### config.mk
export PLATFORM = sky130hd
export DESIGN_NAME = control_pin_mode_select
export DESIGN_NICKNAME = d
export VERILOG_FILES = /design/src/rtl/cpms_pkg.sv /design/src/rtl/control_pin_mode_select.sv /design/src/rtl/pin_sync.sv /design/src/rtl/serial_port.sv
export SDC_FILE = /design/constraint.sdc
export NUM_CORES = 1
export LEC_CHECK = 0
export BUFFER_PORTS_ARGS = -buffer_cell sky130_fd_sc_hd__buf_2
export CORE_MARGIN = 5
export CORE_UTILIZATION = 45
export DETAILED_ROUTE_END_ITERATION = 10
export GPL_ROUTABILITY_DRIVEN = 1
export PLACE_DENSITY_LB_ADDON = 0.12
export SYNTH_ARGS = -nofsm -noshare
export SYNTH_HDL_FRONTEND = slang
export SYNTH_SLANG_ARGS = --single-unit
### constraint.sdc
create_clock -name pclk -period 2.9 [get_ports pclk]
set_clock_uncertainty 0.2 [all_clocks]
set_input_delay 0.435 -clock pclk [delete_from_list [all_inputs] [get_ports pclk]]
set_output_delay 0.435 -clock pclk [all_outputs]
set_load 0.03 [all_outputs]
### src/rtl/cpms_pkg.sv
package cpms_pkg;

  // ----------------------------------------------------------------
  // Register map, APB side
  // ----------------------------------------------------------------
  localparam logic [7:0]  OFF_CTRL        = 8'h00;
  localparam logic [7:0]  OFF_PIN_STATE   = 8'h04;
  localparam logic [7:0]  OFF_IRQ_STATUS  = 8'h08;
  localparam logic [7:0]  OFF_IRQ_MASK    = 8'h0C;
  localparam logic [7:0]  OFF_SERIAL_REGS = 8'h10;

  localparam logic        CTRL_CAPTURE_RESET = 1'h1;
  localparam int          IRQ_BITS           = 3;
  localparam logic [2:0]  IRQ_MASK_RESET     = 3'h0;
  localparam logic [2:0]  IRQ_STATUS_RESET   = 3'h0;
  localparam int          IRQ_SERIAL_WR      = 0;
  localparam int          IRQ_OVERRANGE      = 1;
  localparam int          IRQ_MODE_CHANGE    = 2;

  // ----------------------------------------------------------------
  // Serial configuration port
  // ----------------------------------------------------------------
  localparam logic [4:0]  FRAME_LAST_BIT   = 5'h0F;
  localparam logic [4:0]  ADDR_LAST_BIT    = 5'h07;
  localparam logic [4:0]  READ_SHIFT_FROM  = 5'h09;
  localparam logic [7:0]  SREG_ADDR_CTRL   = 8'h00;
  localparam logic [7:0]  SREG_ADDR_USER   = 8'h01;
  localparam int          SREG_READOUT_BIT = 0;
  localparam int          SREG_SOFT_RST_BIT = 1;
  localparam logic        SREG_READOUT_RESET = 1'h0;
  localparam logic [7:0]  SREG_USER_RESET  = 8'h00;

  localparam int          SAMPLE_BITS = 12;

  typedef struct packed {
    logic       reset_level;
    logic       shift_clock;
    logic       data_in;
    logic       select;
    logic       out_enable;
    logic [1:0] format;      // [0] twos complement, [1] CMOS interface
  } pin_in_t;

  // Synchroniser reset follows the pin pulls, so no false frame start after reset
  localparam pin_in_t PIN_RESET_LEVELS = '{reset_level: 1'b0, shift_clock: 1'b0,
                                           data_in: 1'b0, select: 1'b1,
                                           out_enable: 1'b1, format: 2'h0};

  typedef struct packed {
    logic       readout;
    logic [7:0] user;
    logic       sdout;
    logic       write_done;
    logic       busy;
  } serial_out_t;

  typedef enum logic [2:0] {
    SP_IDLE  = 3'b001,
    SP_SHIFT = 3'b010,
    SP_HOLD  = 3'b100
  } sp_state_t;

endpackage

### src/rtl/control_pin_mode_select.sv
`timescale 1ns/10ps
`default_nettype none
module control_pin_mode_select
  import cpms_pkg::*;
(
  input  wire logic                   pclk,
  input  wire logic                   presetn,
  input  wire logic [7:0]             paddr,
  input  wire logic                   psel,
  input  wire logic                   penable,
  input  wire logic                   pwrite,
  input  wire logic [31:0]            pwdata,
  output var  logic [31:0]            prdata,
  output var  logic                   pready,
  output var  logic                   pslverr,
  input  wire logic                   pin_reset,
  input  wire logic                   pin_shift_clock,
  input  wire logic                   serial_data_in,
  input  wire logic                   serial_select_line,
  input  wire logic                   pin_out_enable,
  input  wire logic [1:0]             format_select_pin,
  input  wire logic [SAMPLE_BITS-1:0] sample_word,
  input  wire logic                   sample_valid,
  input  wire logic                   out_of_range,
  output var  logic [SAMPLE_BITS-1:0] data_pins,
  output var  logic                   data_pins_oe,
  output var  logic                   sample_clock_out,
  output var  logic                   range_flag_or_readback_pin,
  output var  logic                   standby_ctrl,
  output var  logic                   select_as_control,
  output var  logic                   irq
);

  // ----------------------------------------------------------------
  // Pin synchronisation
  // ----------------------------------------------------------------
  pin_in_t     pin_raw;
  pin_in_t     pin_s;
  serial_out_t so;

  assign pin_raw = '{reset_level: pin_reset, shift_clock: pin_shift_clock,
                     data_in: serial_data_in, select: serial_select_line,
                     out_enable: pin_out_enable, format: format_select_pin};

  pin_sync #(
    .WIDTH       ($bits(pin_in_t)),
    .RESET_VALUE (PIN_RESET_LEVELS)
  ) u_pin_sync (
    .clk   (pclk),
    .rst_n (presetn),
    .d     (pin_raw),
    .q     (pin_s)
  );

  serial_port u_serial_port (
    .clk   (pclk),
    .rst_n (presetn),
    .pins  (pin_s),
    .so    (so)
  );

  // ----------------------------------------------------------------
  // Pin mode decode
  // ----------------------------------------------------------------
  logic cmos_mode;
  logic twos_fmt;

  assign cmos_mode         = pin_s.format[1];
  assign twos_fmt          = pin_s.format[0];
  assign standby_ctrl      = pin_s.reset_level & pin_s.data_in;
  assign select_as_control = pin_s.reset_level & pin_s.select;
  // LVDS lanes live elsewhere; this block only drives the CMOS bus
  assign data_pins_oe      = pin_s.out_enable & cmos_mode;

  // ----------------------------------------------------------------
  // Parallel data path
  // ----------------------------------------------------------------
  logic                   capture_en;
  logic [SAMPLE_BITS-1:0] next_data_pins;
  logic                   next_clock_out;
  logic                   ovr_q;
  logic                   next_ovr_q;
  logic                   take;

  function automatic logic [SAMPLE_BITS-1:0] to_out_format(
      input logic [SAMPLE_BITS-1:0] w, input logic twos);
    return twos ? {~w[SAMPLE_BITS-1], w[SAMPLE_BITS-2:0]} : w;
  endfunction

  assign take = sample_valid & capture_en & cmos_mode;

  always_comb begin
    next_data_pins = data_pins;
    next_ovr_q     = ovr_q;
    // Low while new data settles, high one cycle later: host edge is mid-word
    next_clock_out = cmos_mode;
    if (take) begin
      next_data_pins = to_out_format(sample_word, twos_fmt);
      next_clock_out = 1'b0;
    end
    if (sample_valid)
      next_ovr_q = out_of_range;
  end

  always_ff @(posedge pclk or negedge presetn) begin
    if (!presetn) begin
      data_pins        <= '0;
      sample_clock_out <= 1'b0;
      ovr_q            <= 1'b0;
    end else begin
      data_pins        <= next_data_pins;
      sample_clock_out <= next_clock_out;
      ovr_q            <= next_ovr_q;
    end
  end

  assign range_flag_or_readback_pin = so.readout ? so.sdout : ovr_q;

  // ----------------------------------------------------------------
  // APB slave and interrupt registers
  // ----------------------------------------------------------------
  logic [IRQ_BITS-1:0] irq_status;
  logic [IRQ_BITS-1:0] next_irq_status;
  logic [IRQ_BITS-1:0] irq_mask;
  logic [IRQ_BITS-1:0] next_irq_mask;
  logic [IRQ_BITS-1:0] irq_set;
  logic                next_capture_en;
  logic                ovr_prev;
  logic                rst_prev;
  logic                wr_en;
  logic                rd_en;
  logic                mapped;

  assign pready = 1'b1;
  assign wr_en  = psel & penable & pwrite;
  assign rd_en  = psel & penable & ~pwrite;
  assign mapped = (paddr == OFF_CTRL) || (paddr == OFF_PIN_STATE) ||
                  (paddr == OFF_IRQ_STATUS) || (paddr == OFF_IRQ_MASK) ||
                  (paddr == OFF_SERIAL_REGS);
  assign pslverr = psel & penable & ~mapped;

  assign irq_set[IRQ_SERIAL_WR]   = so.write_done;
  assign irq_set[IRQ_OVERRANGE]   = ovr_q & ~ovr_prev;
  assign irq_set[IRQ_MODE_CHANGE] = pin_s.reset_level ^ rst_prev;

  always_comb begin
    next_capture_en = capture_en;
    next_irq_mask   = irq_mask;
    next_irq_status = irq_status;
    if (wr_en && paddr == OFF_CTRL)
      next_capture_en = pwdata[0];
    if (wr_en && paddr == OFF_IRQ_MASK)
      next_irq_mask = pwdata[IRQ_BITS-1:0];
    // A new event in the clearing cycle survives the read
    if (rd_en && paddr == OFF_IRQ_STATUS)
      next_irq_status = '0;
    next_irq_status = next_irq_status | irq_set;
  end

  always_comb begin
    prdata = 32'h00000000;
    if (rd_en) begin
      case (paddr)
        OFF_CTRL:        prdata = {31'h00000000, capture_en};
        OFF_PIN_STATE:   prdata = {24'h000000, so.busy, so.readout, pin_s.format,
                                   pin_s.out_enable, pin_s.select, pin_s.data_in,
                                   pin_s.reset_level};
        OFF_IRQ_STATUS:  prdata = {29'h00000000, irq_status};
        OFF_IRQ_MASK:    prdata = {29'h00000000, irq_mask};
        OFF_SERIAL_REGS: prdata = {23'h000000, so.user, so.readout};
        default:         prdata = 32'h00000000;
      endcase
    end
  end

  always_ff @(posedge pclk or negedge presetn) begin
    if (!presetn) begin
      capture_en <= CTRL_CAPTURE_RESET;
      irq_mask   <= IRQ_MASK_RESET;
      irq_status <= IRQ_STATUS_RESET;
      ovr_prev   <= 1'b0;
      rst_prev   <= 1'b0;
    end else begin
      capture_en <= next_capture_en;
      irq_mask   <= next_irq_mask;
      irq_status <= next_irq_status;
      ovr_prev   <= ovr_q;
      rst_prev   <= pin_s.reset_level;
    end
  end

  assign irq = |(irq_status & irq_mask);
endmodule
`default_nettype wire

### src/rtl/pin_sync.sv
`timescale 1ns/10ps
`default_nettype none
module pin_sync #(
  parameter int               WIDTH       = 1,
  parameter logic [WIDTH-1:0] RESET_VALUE = '0
) (
  input  wire logic             clk,
  input  wire logic             rst_n,
  input  wire logic [WIDTH-1:0] d,
  output var  logic [WIDTH-1:0] q
);

  logic [WIDTH-1:0] meta;

  // Only the second stage is ever read downstream
  always_ff @(posedge clk or negedge rst_n) begin
    if (!rst_n) begin
      meta <= RESET_VALUE;
      q    <= RESET_VALUE;
    end else begin
      meta <= d;
      q    <= meta;
    end
  end

endmodule
`default_nettype wire

### src/rtl/serial_port.sv
`timescale 1ns/10ps
`default_nettype none
module serial_port
  import cpms_pkg::*;
(
  input  wire logic        clk,
  input  wire logic        rst_n,
  input  wire pin_in_t     pins,
  output var  serial_out_t so
);

  sp_state_t   state;
  sp_state_t   next_state;
  logic [4:0]  bit_cnt;
  logic [4:0]  next_bit_cnt;
  logic [15:0] shift;
  logic [15:0] next_shift;
  logic [7:0]  rd_shift;
  logic [7:0]  next_rd_shift;
  logic        readout;
  logic        next_readout;
  logic [7:0]  user;
  logic [7:0]  next_user;
  logic        sclk_prev;
  logic        write_done;
  logic [7:0]  wr_byte;
  logic        rise;
  logic        fall;

  function automatic logic [7:0] reg_read(input logic [7:0] a, input logic ro,
                                          input logic [7:0] u);
    if (a == SREG_ADDR_CTRL)
      return {7'h00, ro};
    else if (a == SREG_ADDR_USER)
      return u;
    else
      return 8'h00;
  endfunction

  assign rise = pins.shift_clock & ~sclk_prev;
  assign fall = ~pins.shift_clock & sclk_prev;
  // Last eight bits in, including the one arriving on this edge
  assign wr_byte = {shift[6:0], pins.data_in};

  always_comb begin
    next_state    = state;
    next_bit_cnt  = bit_cnt;
    next_shift    = shift;
    next_rd_shift = rd_shift;
    next_readout  = readout;
    next_user     = user;
    write_done    = 1'b0;
    if (pins.reset_level) begin
      // Registers pinned at defaults, shift clock and select ignored
      next_state   = SP_IDLE;
      next_bit_cnt = 5'h00;
      next_readout = SREG_READOUT_RESET;
      next_user    = SREG_USER_RESET;
    end else begin
      case (state)
        SP_IDLE: begin
          if (!pins.select) begin
            next_state   = SP_SHIFT;
            next_bit_cnt = 5'h00;
          end
        end
        SP_SHIFT: begin
          if (pins.select) begin
            // Frame cut short: nothing is written
            next_state = SP_IDLE;
          end else if (rise) begin
            next_shift   = {shift[14:0], pins.data_in};
            next_bit_cnt = bit_cnt + 5'h01;
            if (bit_cnt == ADDR_LAST_BIT)
              next_rd_shift = reg_read(wr_byte, readout, user);
            if (bit_cnt == FRAME_LAST_BIT) begin
              next_state = SP_HOLD;
              write_done = 1'b1;
              // While readback is on, only the control register accepts data
              if (shift[14:7] == SREG_ADDR_CTRL) begin
                next_readout = wr_byte[SREG_READOUT_BIT];
                if (wr_byte[SREG_SOFT_RST_BIT]) begin
                  next_readout = SREG_READOUT_RESET;
                  next_user    = SREG_USER_RESET;
                end
              end else if (shift[14:7] == SREG_ADDR_USER && !readout) begin
                next_user = wr_byte;
              end
            end
          end else if (fall && bit_cnt >= READ_SHIFT_FROM) begin
            next_rd_shift = {rd_shift[6:0], 1'b0};
          end
        end
        SP_HOLD: begin
          if (pins.select)
            next_state = SP_IDLE;
        end
        default: next_state = SP_IDLE;
      endcase
    end
  end

  always_ff @(posedge clk or negedge rst_n) begin
    if (!rst_n) begin
      state     <= SP_IDLE;
      bit_cnt   <= 5'h00;
      shift     <= 16'h0000;
      rd_shift  <= 8'h00;
      readout   <= SREG_READOUT_RESET;
      user      <= SREG_USER_RESET;
      sclk_prev <= 1'b0;
    end else begin
      state     <= next_state;
      bit_cnt   <= next_bit_cnt;
      shift     <= next_shift;
      rd_shift  <= next_rd_shift;
      readout   <= next_readout;
      user      <= next_user;
      sclk_prev <= pins.shift_clock;
    end
  end

  assign so = '{readout: readout, user: user, sdout: rd_shift[7],
                write_done: write_done, busy: (state != SP_IDLE)};

endmodule
`default_nettype wire

Word level (Yosys, flattened, before mapping) --
Index checks and enable logic that the tools add are counted.
Word-level totals: ROM bits 0, bits in registers 78, bits in writable memories 0, memories 0, latch bits 0
Cells by class: shifts and indexed selects 0, order comparisons 1, bitwise logic cells 23, reduce and logical (&&, ||, !) cells 27, divide/modulo/power cells 0, equal/unequal tests 21, multiply operators 0, $add $sub $neg 1, multiplexer cells 43
Operators by type and width (number):
- $mux 8 | 13
- $pmux 9 s5 | 1
- $logic_not 8->1 | 3
- $mux 3 | 7
- $mux 5 | 4
- $eq 8x1->1 const B | 2
- $eq 8x4->1 const B | 2
- $mux 1 | 14
- $and 1x1->1 | 12
- $mux 12 | 1
- $reduce_and 4->1 | 3
- $pmux 5 s2 | 1
- $reduce_and 5->1 | 2
- $reduce_bool 2->1 | 5
- $mux 9 | 1
- $ne 3x3->1 const B | 3
- $pmux 3 s3 | 1
- $eq 8x3->1 const B | 1
- $eq 8x5->1 const B | 1
- $ne 4x3->1 const B | 2
- $not 1->1 | 8
- $ne 3x2->1 const B | 2
- $reduce_and 6->1 | 1
- $reduce_bool 3->1 | 2
- 17 further kinds | 24

Logic depth before layout (Yosys ltp) --
Gate-level depths: netlist of run 1.
word-level depth 9, gate-level depth with buffers 7

Hierarchy --
Synthesis of run 1 repeated with hierarchy kept, for this count alone.
Second synthesis, totals: cells, all modules 311, area total of the unflattened synthesis 3779.9 sq um
Modules (own cells, without submodules):
- serial_port | cells an instance 160, times used 1, sequential area each 1027.2 sq um, area an instance 1985.7 sq um
- control_pin_mode_select | cells an instance 137, times used 1, sequential area each 576.8 sq um, area an instance 1438.9 sq um
- pin_sync | cells an instance 14, times used 1, sequential area each 355.3 sq um, area an instance 355.3 sq um

Worst setup path before layout of run 1 --
OpenSTA, ideal clock, no wires.
path type input port to output port, start point in paddr[3], end point out pslverr, buffers on the path 2, cell stages on the path 5, arrival 1.829 ns, path slack 0.436 ns, cell sequence clkbuf_1 nor2_1 and4_1 clkbuf_1 nor3_1
Between the ends: word-level cells in the longest chain between the ends 7, elaborated cells between the ends (all ways) 11
RTL lines:
- from (decl) | RTL line control_pin_mode_select.sv:8 | input wire logic [7:0] paddr,
- $eq 8x3->1 or $logic_not 8->1 (tied branches) | RTL line control_pin_mode_select.sv:137 | assign mapped = (paddr == OFF_CTRL) || (paddr == OFF_PIN_STATE) ||
- $logic_or 1x1->1 (2 in series) | RTL line control_pin_mode_select.sv:137
- $logic_or 1x1->1 | RTL line control_pin_mode_select.sv:138 | (paddr == OFF_IRQ_STATUS) || (paddr == OFF_IRQ_MASK) ||
- $logic_or 1x1->1 (*) | RTL line control_pin_mode_select.sv:138
- $not 1->1 (*) | RTL line control_pin_mode_select.sv:140 | assign pslverr = psel & penable & ~mapped;
- $and 1x1->1 (*) | RTL line control_pin_mode_select.sv:140
- to (decl) | RTL line control_pin_mode_select.sv:15 | output var logic pslverr,
Every way passes the cells marked *; elsewhere a longest branch is shown, timed or not.

Worst setup path in the final report of run 1 --
start point in paddr[1], end point out prdata[7]
Between the ends: word-level cells in the longest chain between the ends 3, elaborated cells between the ends (all ways) 7
RTL lines:
- $eq 8x5->1 (tied with other cells) | RTL line control_pin_mode_select.sv:163 | case (paddr)
- $pmux 9 s5 (*) | RTL line control_pin_mode_select.sv:163
- $mux 9 (*) | RTL line control_pin_mode_select.sv:162 | if (rd_en) begin
- to (decl) | RTL line control_pin_mode_select.sv:13 | output var logic [31:0] prdata,
Marks and branches as above.

==> flow_metrics.tcl, run 1 <==
set metrics [dict create \
    die_h_um 100 \
    via_per_inst 5.07 \
    min_path_type "primary input to async pin" \
    clock_latency_ns 0.34 \
    synth_top_family_by_area "multiplexers" \
    fin_crit_ns 2.65 \
    drt_iter0_drc 101 \
    drive_gt1_share_pct 35.5 \
    rsz0062_at_grt "no" \
    cp_data_arrival_time_ns 2.02 \
    firstDrtPassIters 4 \
    grt_pass1_vias 2508 \
    final_common_cell "dfrtp_1" \
    synthSimpleGateAreaFrac_pct 13.7 \
    tns_ns 0 \
    grt_pass1_wl_um 12700 \
    place_congestion 0.799 \
    cts_buffers 9 \
    place_hpwl_um 5490 \
    synth.largest_area_cell "dfrtp_1" \
    dieArea_mm2 0.0101 \
    start_kind "primary input" \
    synthMuxAreaShare_pct 14.3 \
    status "completed" \
    period_share_pct 91.5 \
    most-common-layout-cells "dfrtp_1 (72), buf_2 (63), mux2_2 (34)" \
    synth_edf_count 0 \
    antenna_found_initial 0 \
    synth-seq-area-share_pct 53.3 \
    synth-xor-area-share_pct 0.715 \
    grt_remaining_overflow 0 \
    io_pins 118 \
    cts.path.max_buffers 2 \
    layout.nets 454 \
    totalWireLength_um 7660 \
    cp_max_fo 8 \
    die_w_um 100 \
    avgSynthCellArea_um2 11.8 \
    finalMaxSlewViolations 0 \
    drc_errors 0 \
    antenna_cells 0 \
    synthAdderAreaFrac_pct 1.02 \
    fin_area_mm2 0.00428 \
    synth_top_cell_area_share_pct 49.0 \
    grt_max_degree 79 \
    max_freq_mhz 377 \
    port_buffers 64 \
    leakage_uw 0.00210 \
    setup.worst_path.start "paddr[1]" \
    critPathKind "primary input to output port" \
    ys_warn_count 0 \
    worstMarginPinSlew_ns 0.968 \
    clk_transition_reported_paths_ns 0.08 \
    cts-root-buf "clkbuf_8" \
    post_drt_wl_per_cell_um 15.5 \
    synth_area_mm2 0.00368 \
    post_cts_resized 0 \
    clkSinkCount 78 \
    synth-compound-area-share_pct 9.15 \
    final-hold-violation-count 0 \
    utilization_pct 52.9 \
    area_delta_synth_final_pct 16.5 \
    cts_max_level 3 \
    ys.flop_type "dfrtp_1" \
    slew_headroom_pct 35.5 \
    start_util_pct 45.4 \
    setup_viol 0 \
    synth_area_leaders "dfrtp_1 (49%), mux2_2 (10%), buf_4 (4.9%)" \
    post-cts-setup-buffer-count 0 \
    end_kind "output port" \
    synthCells 311 \
    placed_cells 472 \
    synth_seq_cells 78 \
    max-cap-violations 0 \
    ir_worst_vdd_uv 213 \
    final_cells 494 \
    grtUsageTotal_pct 16.0 \
    ys_types 52 \
    rows 33 \
    placed_cell_area_mm2 0.00400 \
    async_reset_ff_share_pct 100 \
    cts_tree "yes" \
    coreArea_mm2 0.00809 \
    power_density_mw_per_mm2 518 \
    r2r-start "u_serial_port.bit_cnt[0]" \
    dr_total_vias 2503 \
    cp_data_required_time_ns 2.27 \
    postRouteAntennaNets 0 \
]
==> path summary, 6_finish.rpt <==
kind | slack [ns] | endpoint | cells after the start
setup / recovery | 0.25 | prdata[7] | 6
setup reg to reg | 0.35 | u_serial_port.readout | 7
min in group pclk | 0.12 | data_pins[2] | 2
hold reg to reg | 0.15 | u_pin_sync.q[4] | 0
max in group asynchronous | 1.82 | u_pin_sync.meta[4] | 1
hold / removal | 0.03 | u_serial_port.shift[11] | 1
==> flip-flops by register name, indices dropped and copies added, names as in the netlist <==
register / cells
u_serial_port.user: 8
u_serial_port.readout: 1
ovr_q: 1
u_pin_sync.meta: 7
irq_mask: 3
u_serial_port.bit_cnt: 5
u_serial_port.shift: 15
irq_status: 3
ovr_prev: 1
rst_prev: 1
u_serial_port.state: 3
u_pin_sync.q: 7
u_serial_port.rd_shift: 8
u_serial_port.sclk_prev: 1
capture_en: 1
data_pins: 12
sample_clock_out: 1
==> cells by family (layout without fill, tap and decap cells) <==
kind of cell | Yosys count | in the layout
AO/OA/AOI/OAI | 49 | 49
XOR/XNOR | 3 | 3
adder cells (fa/ha/maj) | 3 | 3
buffers and inverters | 42 | 98
flip-flops | 78 | 78
multiplexers | 44 | 44
other | 2 | 24
AND/OR/NAND/NOR | 90 | 90
==> area by class of cell <==
cell class | count | area, um^2
sequential | 78 | 1960
clock inverter | 6 | 87.6
fill | 738 | 3810
multi-input combinational | 213 | 1520
inverter | 6 | 22.5
tap | 105 | 131
clock buffer | 9 | 124
timing repair buffer | 77 | 438
==> critical path: stages <==
cell and delay, ns:
buf_2 0.10, or3_1 0.39, nor3_1 0.23, nand3_1 0.35
a21oi_1 0.28, buf_2 0.24
==> cells in the mapped netlist, drive strengths merged, types with 2 or more instances <==
master	n
or4b	3
nor4b	4
nand2	24
o22a	2
ha	3
and3	4
clkbuf	8
mux2	40
nand4	3
inv	6
dfstp	6
or3	3
nor3	5
buf	28
and2	3
a22oi	7
nor2b	6
nor4	5
nand3	6
nand2b	3
o21ai	18
xor2	2
a22o	9
mux2i	3
a21oi	5
conb	2
dfrtp	72
nor2	15
==> metrics by stage <==
step	hold WS (ns)	total power, uW	setup WS (ns)
finish	0.0334	2220	0.247
global route	0.102	2310	0.143
CTS	0.0745	2250	0.260
detailed placement	0.135	1360	0.258
global placement	0.134	1360	0.256
floorplan	-0.0606	1300	0.436
==> report_power, final <==
group          internal [uW]  switching (uW)  total [uW]  leakage, uW
logic                   66.8             143         210     0.000989
registers               1120            20.8        1140      0.00102
clock network            478             392         870    0.0000973
total                   1660             555        2220      0.00210
==> per-layer routing <==
layer  track usage (%)  vias to the layer above  share of wire [%]
li1                  -                     1209                  -
met2              24.1                       49                 48
met1              22.7                     1235                 47
met3              3.27                       10                3.1
met4              6.63                        0                1.8
met5                 0                        -                  0
==> repair_timing <==
action                     CTS  global route
hold buffers                 7             0
hold endpoints to repair     7             0
setup endpoints to repair    0             0
Note: power is estimated with default switching activity, not from simulation.
==> inputs of run 2 (changes only) <==
--- a/config.mk
+++ b/config.mk
@@ -7,7 +7,7 @@
 export LEC_CHECK = 0
 export BUFFER_PORTS_ARGS = -buffer_cell sky130_fd_sc_hd__buf_2
 export CORE_MARGIN = 5
-export CORE_UTILIZATION = 45
+export CORE_UTILIZATION = 51
 export DETAILED_ROUTE_END_ITERATION = 10
 export GPL_ROUTABILITY_DRIVEN = 1
 export PLACE_DENSITY_LB_ADDON = 0.12
==> run 2 against run 1 <==
Setup slack improved by 0.075 ns. Register-to-register slack got worse by 0.03 ns. Clock-buffer cell count rose by 1. First-iteration DRC count fell by 6.9%. Sequential share of layout area fell by 0.37 points.
==> flow_metrics.tcl, run 2 (synthesized netlist as in run 1, its figures left out) <==
set metrics [dict create \
    cts_tree "yes" \
    r2r_end "u_serial_port.readout" \
    most-common-layout-cells "dfrtp_1 (72), buf_2 (63), mux2_2 (34)" \
    die_h_um 94.9 \
    grt_remaining_overflow 0 \
    final-hold-violation-count 0 \
    start_kind "register" \
    die_w_um 94.9 \
    cp_max_fo 6 \
    final_common_cell "dfrtp_1" \
    fin_area_mm2 0.00432 \
    setup_viol 0 \
    via_per_inst 5.14 \
    antenna_cells 0 \
    multi_input_area_mm2 0.00152 \
    post_drt_wl_per_cell_um 15.6 \
    cpMostUsedCell "ha_1" \
    worstMarginPinSlew_ns 0.973 \
    coreArea_mm2 0.00714 \
    period_share_pct 88.9 \
    cts_max_level 3 \
    tns_ns 0 \
    leakage_uw 0.00213 \
    finalMaxSlewViolations 0 \
    slew_headroom_pct 35.1 \
    drive_gt1_share_pct 35.2 \
    reg2reg_setup_slack_ns 0.32 \
    status "completed" \
    largest_reg_flops 15 \
    ir_worst_vdd_uv 317 \
    fin_crit_ns 2.58 \
    met2RoutedLength_um 3630 \
    fill_cells 609 \
    max-cap-violations 0 \
    crit_slowest_cell "or4b_2" \
    layout.nets 453 \
    place_congestion 0.810 \
    area_delta_synth_final_pct 17.5 \
    cp_data_required_time_ns 3.00 \
    dr_total_vias 2508 \
    cp_data_arrival_time_ns 2.68 \
    cts-root-buf "clkbuf_8" \
    r2r-start "u_serial_port.bit_cnt[0]" \
    ff_latch_area_mm2 0.00196 \
    start_util_pct 51.5 \
    firstDrtPassIters 4 \
    highest_layer "met4" \
    rsz0062_at_grt "no" \
    setup_slack_ns 0.321 \
    drc_errors 0 \
    power_density_mw_per_mm2 557 \
    grt_max_degree 79 \
    rows 31 \
    dieArea_mm2 0.00901 \
    drt_iter0_drc 94 \
    grt_pass1_wl_um 12400 \
    place_hpwl_um 5390 \
    clkSinkCount 78 \
    totalWireLength_um 7620 \
    io_pins 118 \
    cp_top_family "simple AND/OR/NAND/NOR gates" \
    slowest_delay_ns 0.65 \
    critPathKind "register to register" \
    dr_wl_met3_um 404 \
    critPathBufInv 0 \
    placed_cell_area_mm2 0.00399 \
    clk_transition_reported_paths_ns 0.08 \
    r2r_cells 7 \
    cts.path.max_buffers 2 \
    min_path_type "primary input to async pin" \
    end_kind "register" \
    antenna_found_initial 0 \
    cts_buffers 9 \
    post_cts_resized 0 \
    clock_latency_ns 0.35 \
    max_freq_mhz 388 \
    grt_pass1_vias 2522 \
    post-place-ws_ns 0.355 \
    grtUsageTotal_pct 18.0 \
    port_buffers 64 \
    critical_path_depth 7 \
    crit_chain "ha_1 -> and3_1 -> ha_1 -> nor4b_1 -> nand4_1 -> or4b_2 -> nand2_1" \
    largest-register "u_serial_port.shift" \
    wl_met1_um 3430 \
    whs_ns 0.00553 \
    postRouteAntennaNets 0 \
    reg_top3 "u_serial_port.shift: 15 flops, data_pins: 12 flops" \
]
## run 2: cell count changes in the layout (fill, tap and decap cells not counted), sizes merged
cell      change
buf           -1
clkbuf        +1
clkinvlp      -3
clkinv        +1
bufinv        +2
## run 2: how the worst max path moves through the flow
stage | from | slack, ns | endpoint
after floorplan | paddr[3] | 0.44 | pslverr
after global placement | paddr[1] | 0.38 | prdata[6]
after detailed placement | paddr[1] | 0.35 | prdata[6]
after CTS | u_serial_port.bit_cnt[0] | 0.35 | u_serial_port.readout
after global routing | paddr[1] | 0.18 | prdata[6]
final | u_serial_port.bit_cnt[0] | 0.32 | u_serial_port.readout
## run 2: final cells by class
cell class | instances | area share [%]
multi-input combinational | 213 | 35.2
sequential | 78 | 45.4
inverter | 6 | 0.521
timing repair buffer | 76 | 9.97
clock inverter | 6 | 3.10
tap | 99 | 2.87
clock buffer | 10 | 2.95
## run 2: what timing repair did
item / in CTS / in global routing
buffers inserted: 0 / 0
hold buffers: 7 / 0
endpoints found under the setup margin: 0 / 0
hold endpoints to repair: 7 / 0
## run 2: layer usage
layer	global-route usage (%)	up-vias
li1	-	1210
met1	24.8	1226
met2	27.5	59
met3	3.35	13
met4	8.29	0
met5	0	-
## run 2: stage by stage
step           std cells  util, %  power (uW)
6_report             488     60.5        2410
5_1_grt              488     60.5        2500
4_1_cts              488     60.5        2440
3_3_place_gp         465     55.9        1360
2_1_floorplan        333        -        1300
3_5_place_dp         465     55.9        1360
## run 2: power by group
part           internal (uW)  total [uW]  switching [uW]  leakage [uW]
Clock                    659        1060             401      0.000130
Combinational           65.9         208             142      0.000983
Sequential              1120        1140            20.4       0.00102
Total                   1840        2410             564       0.00213
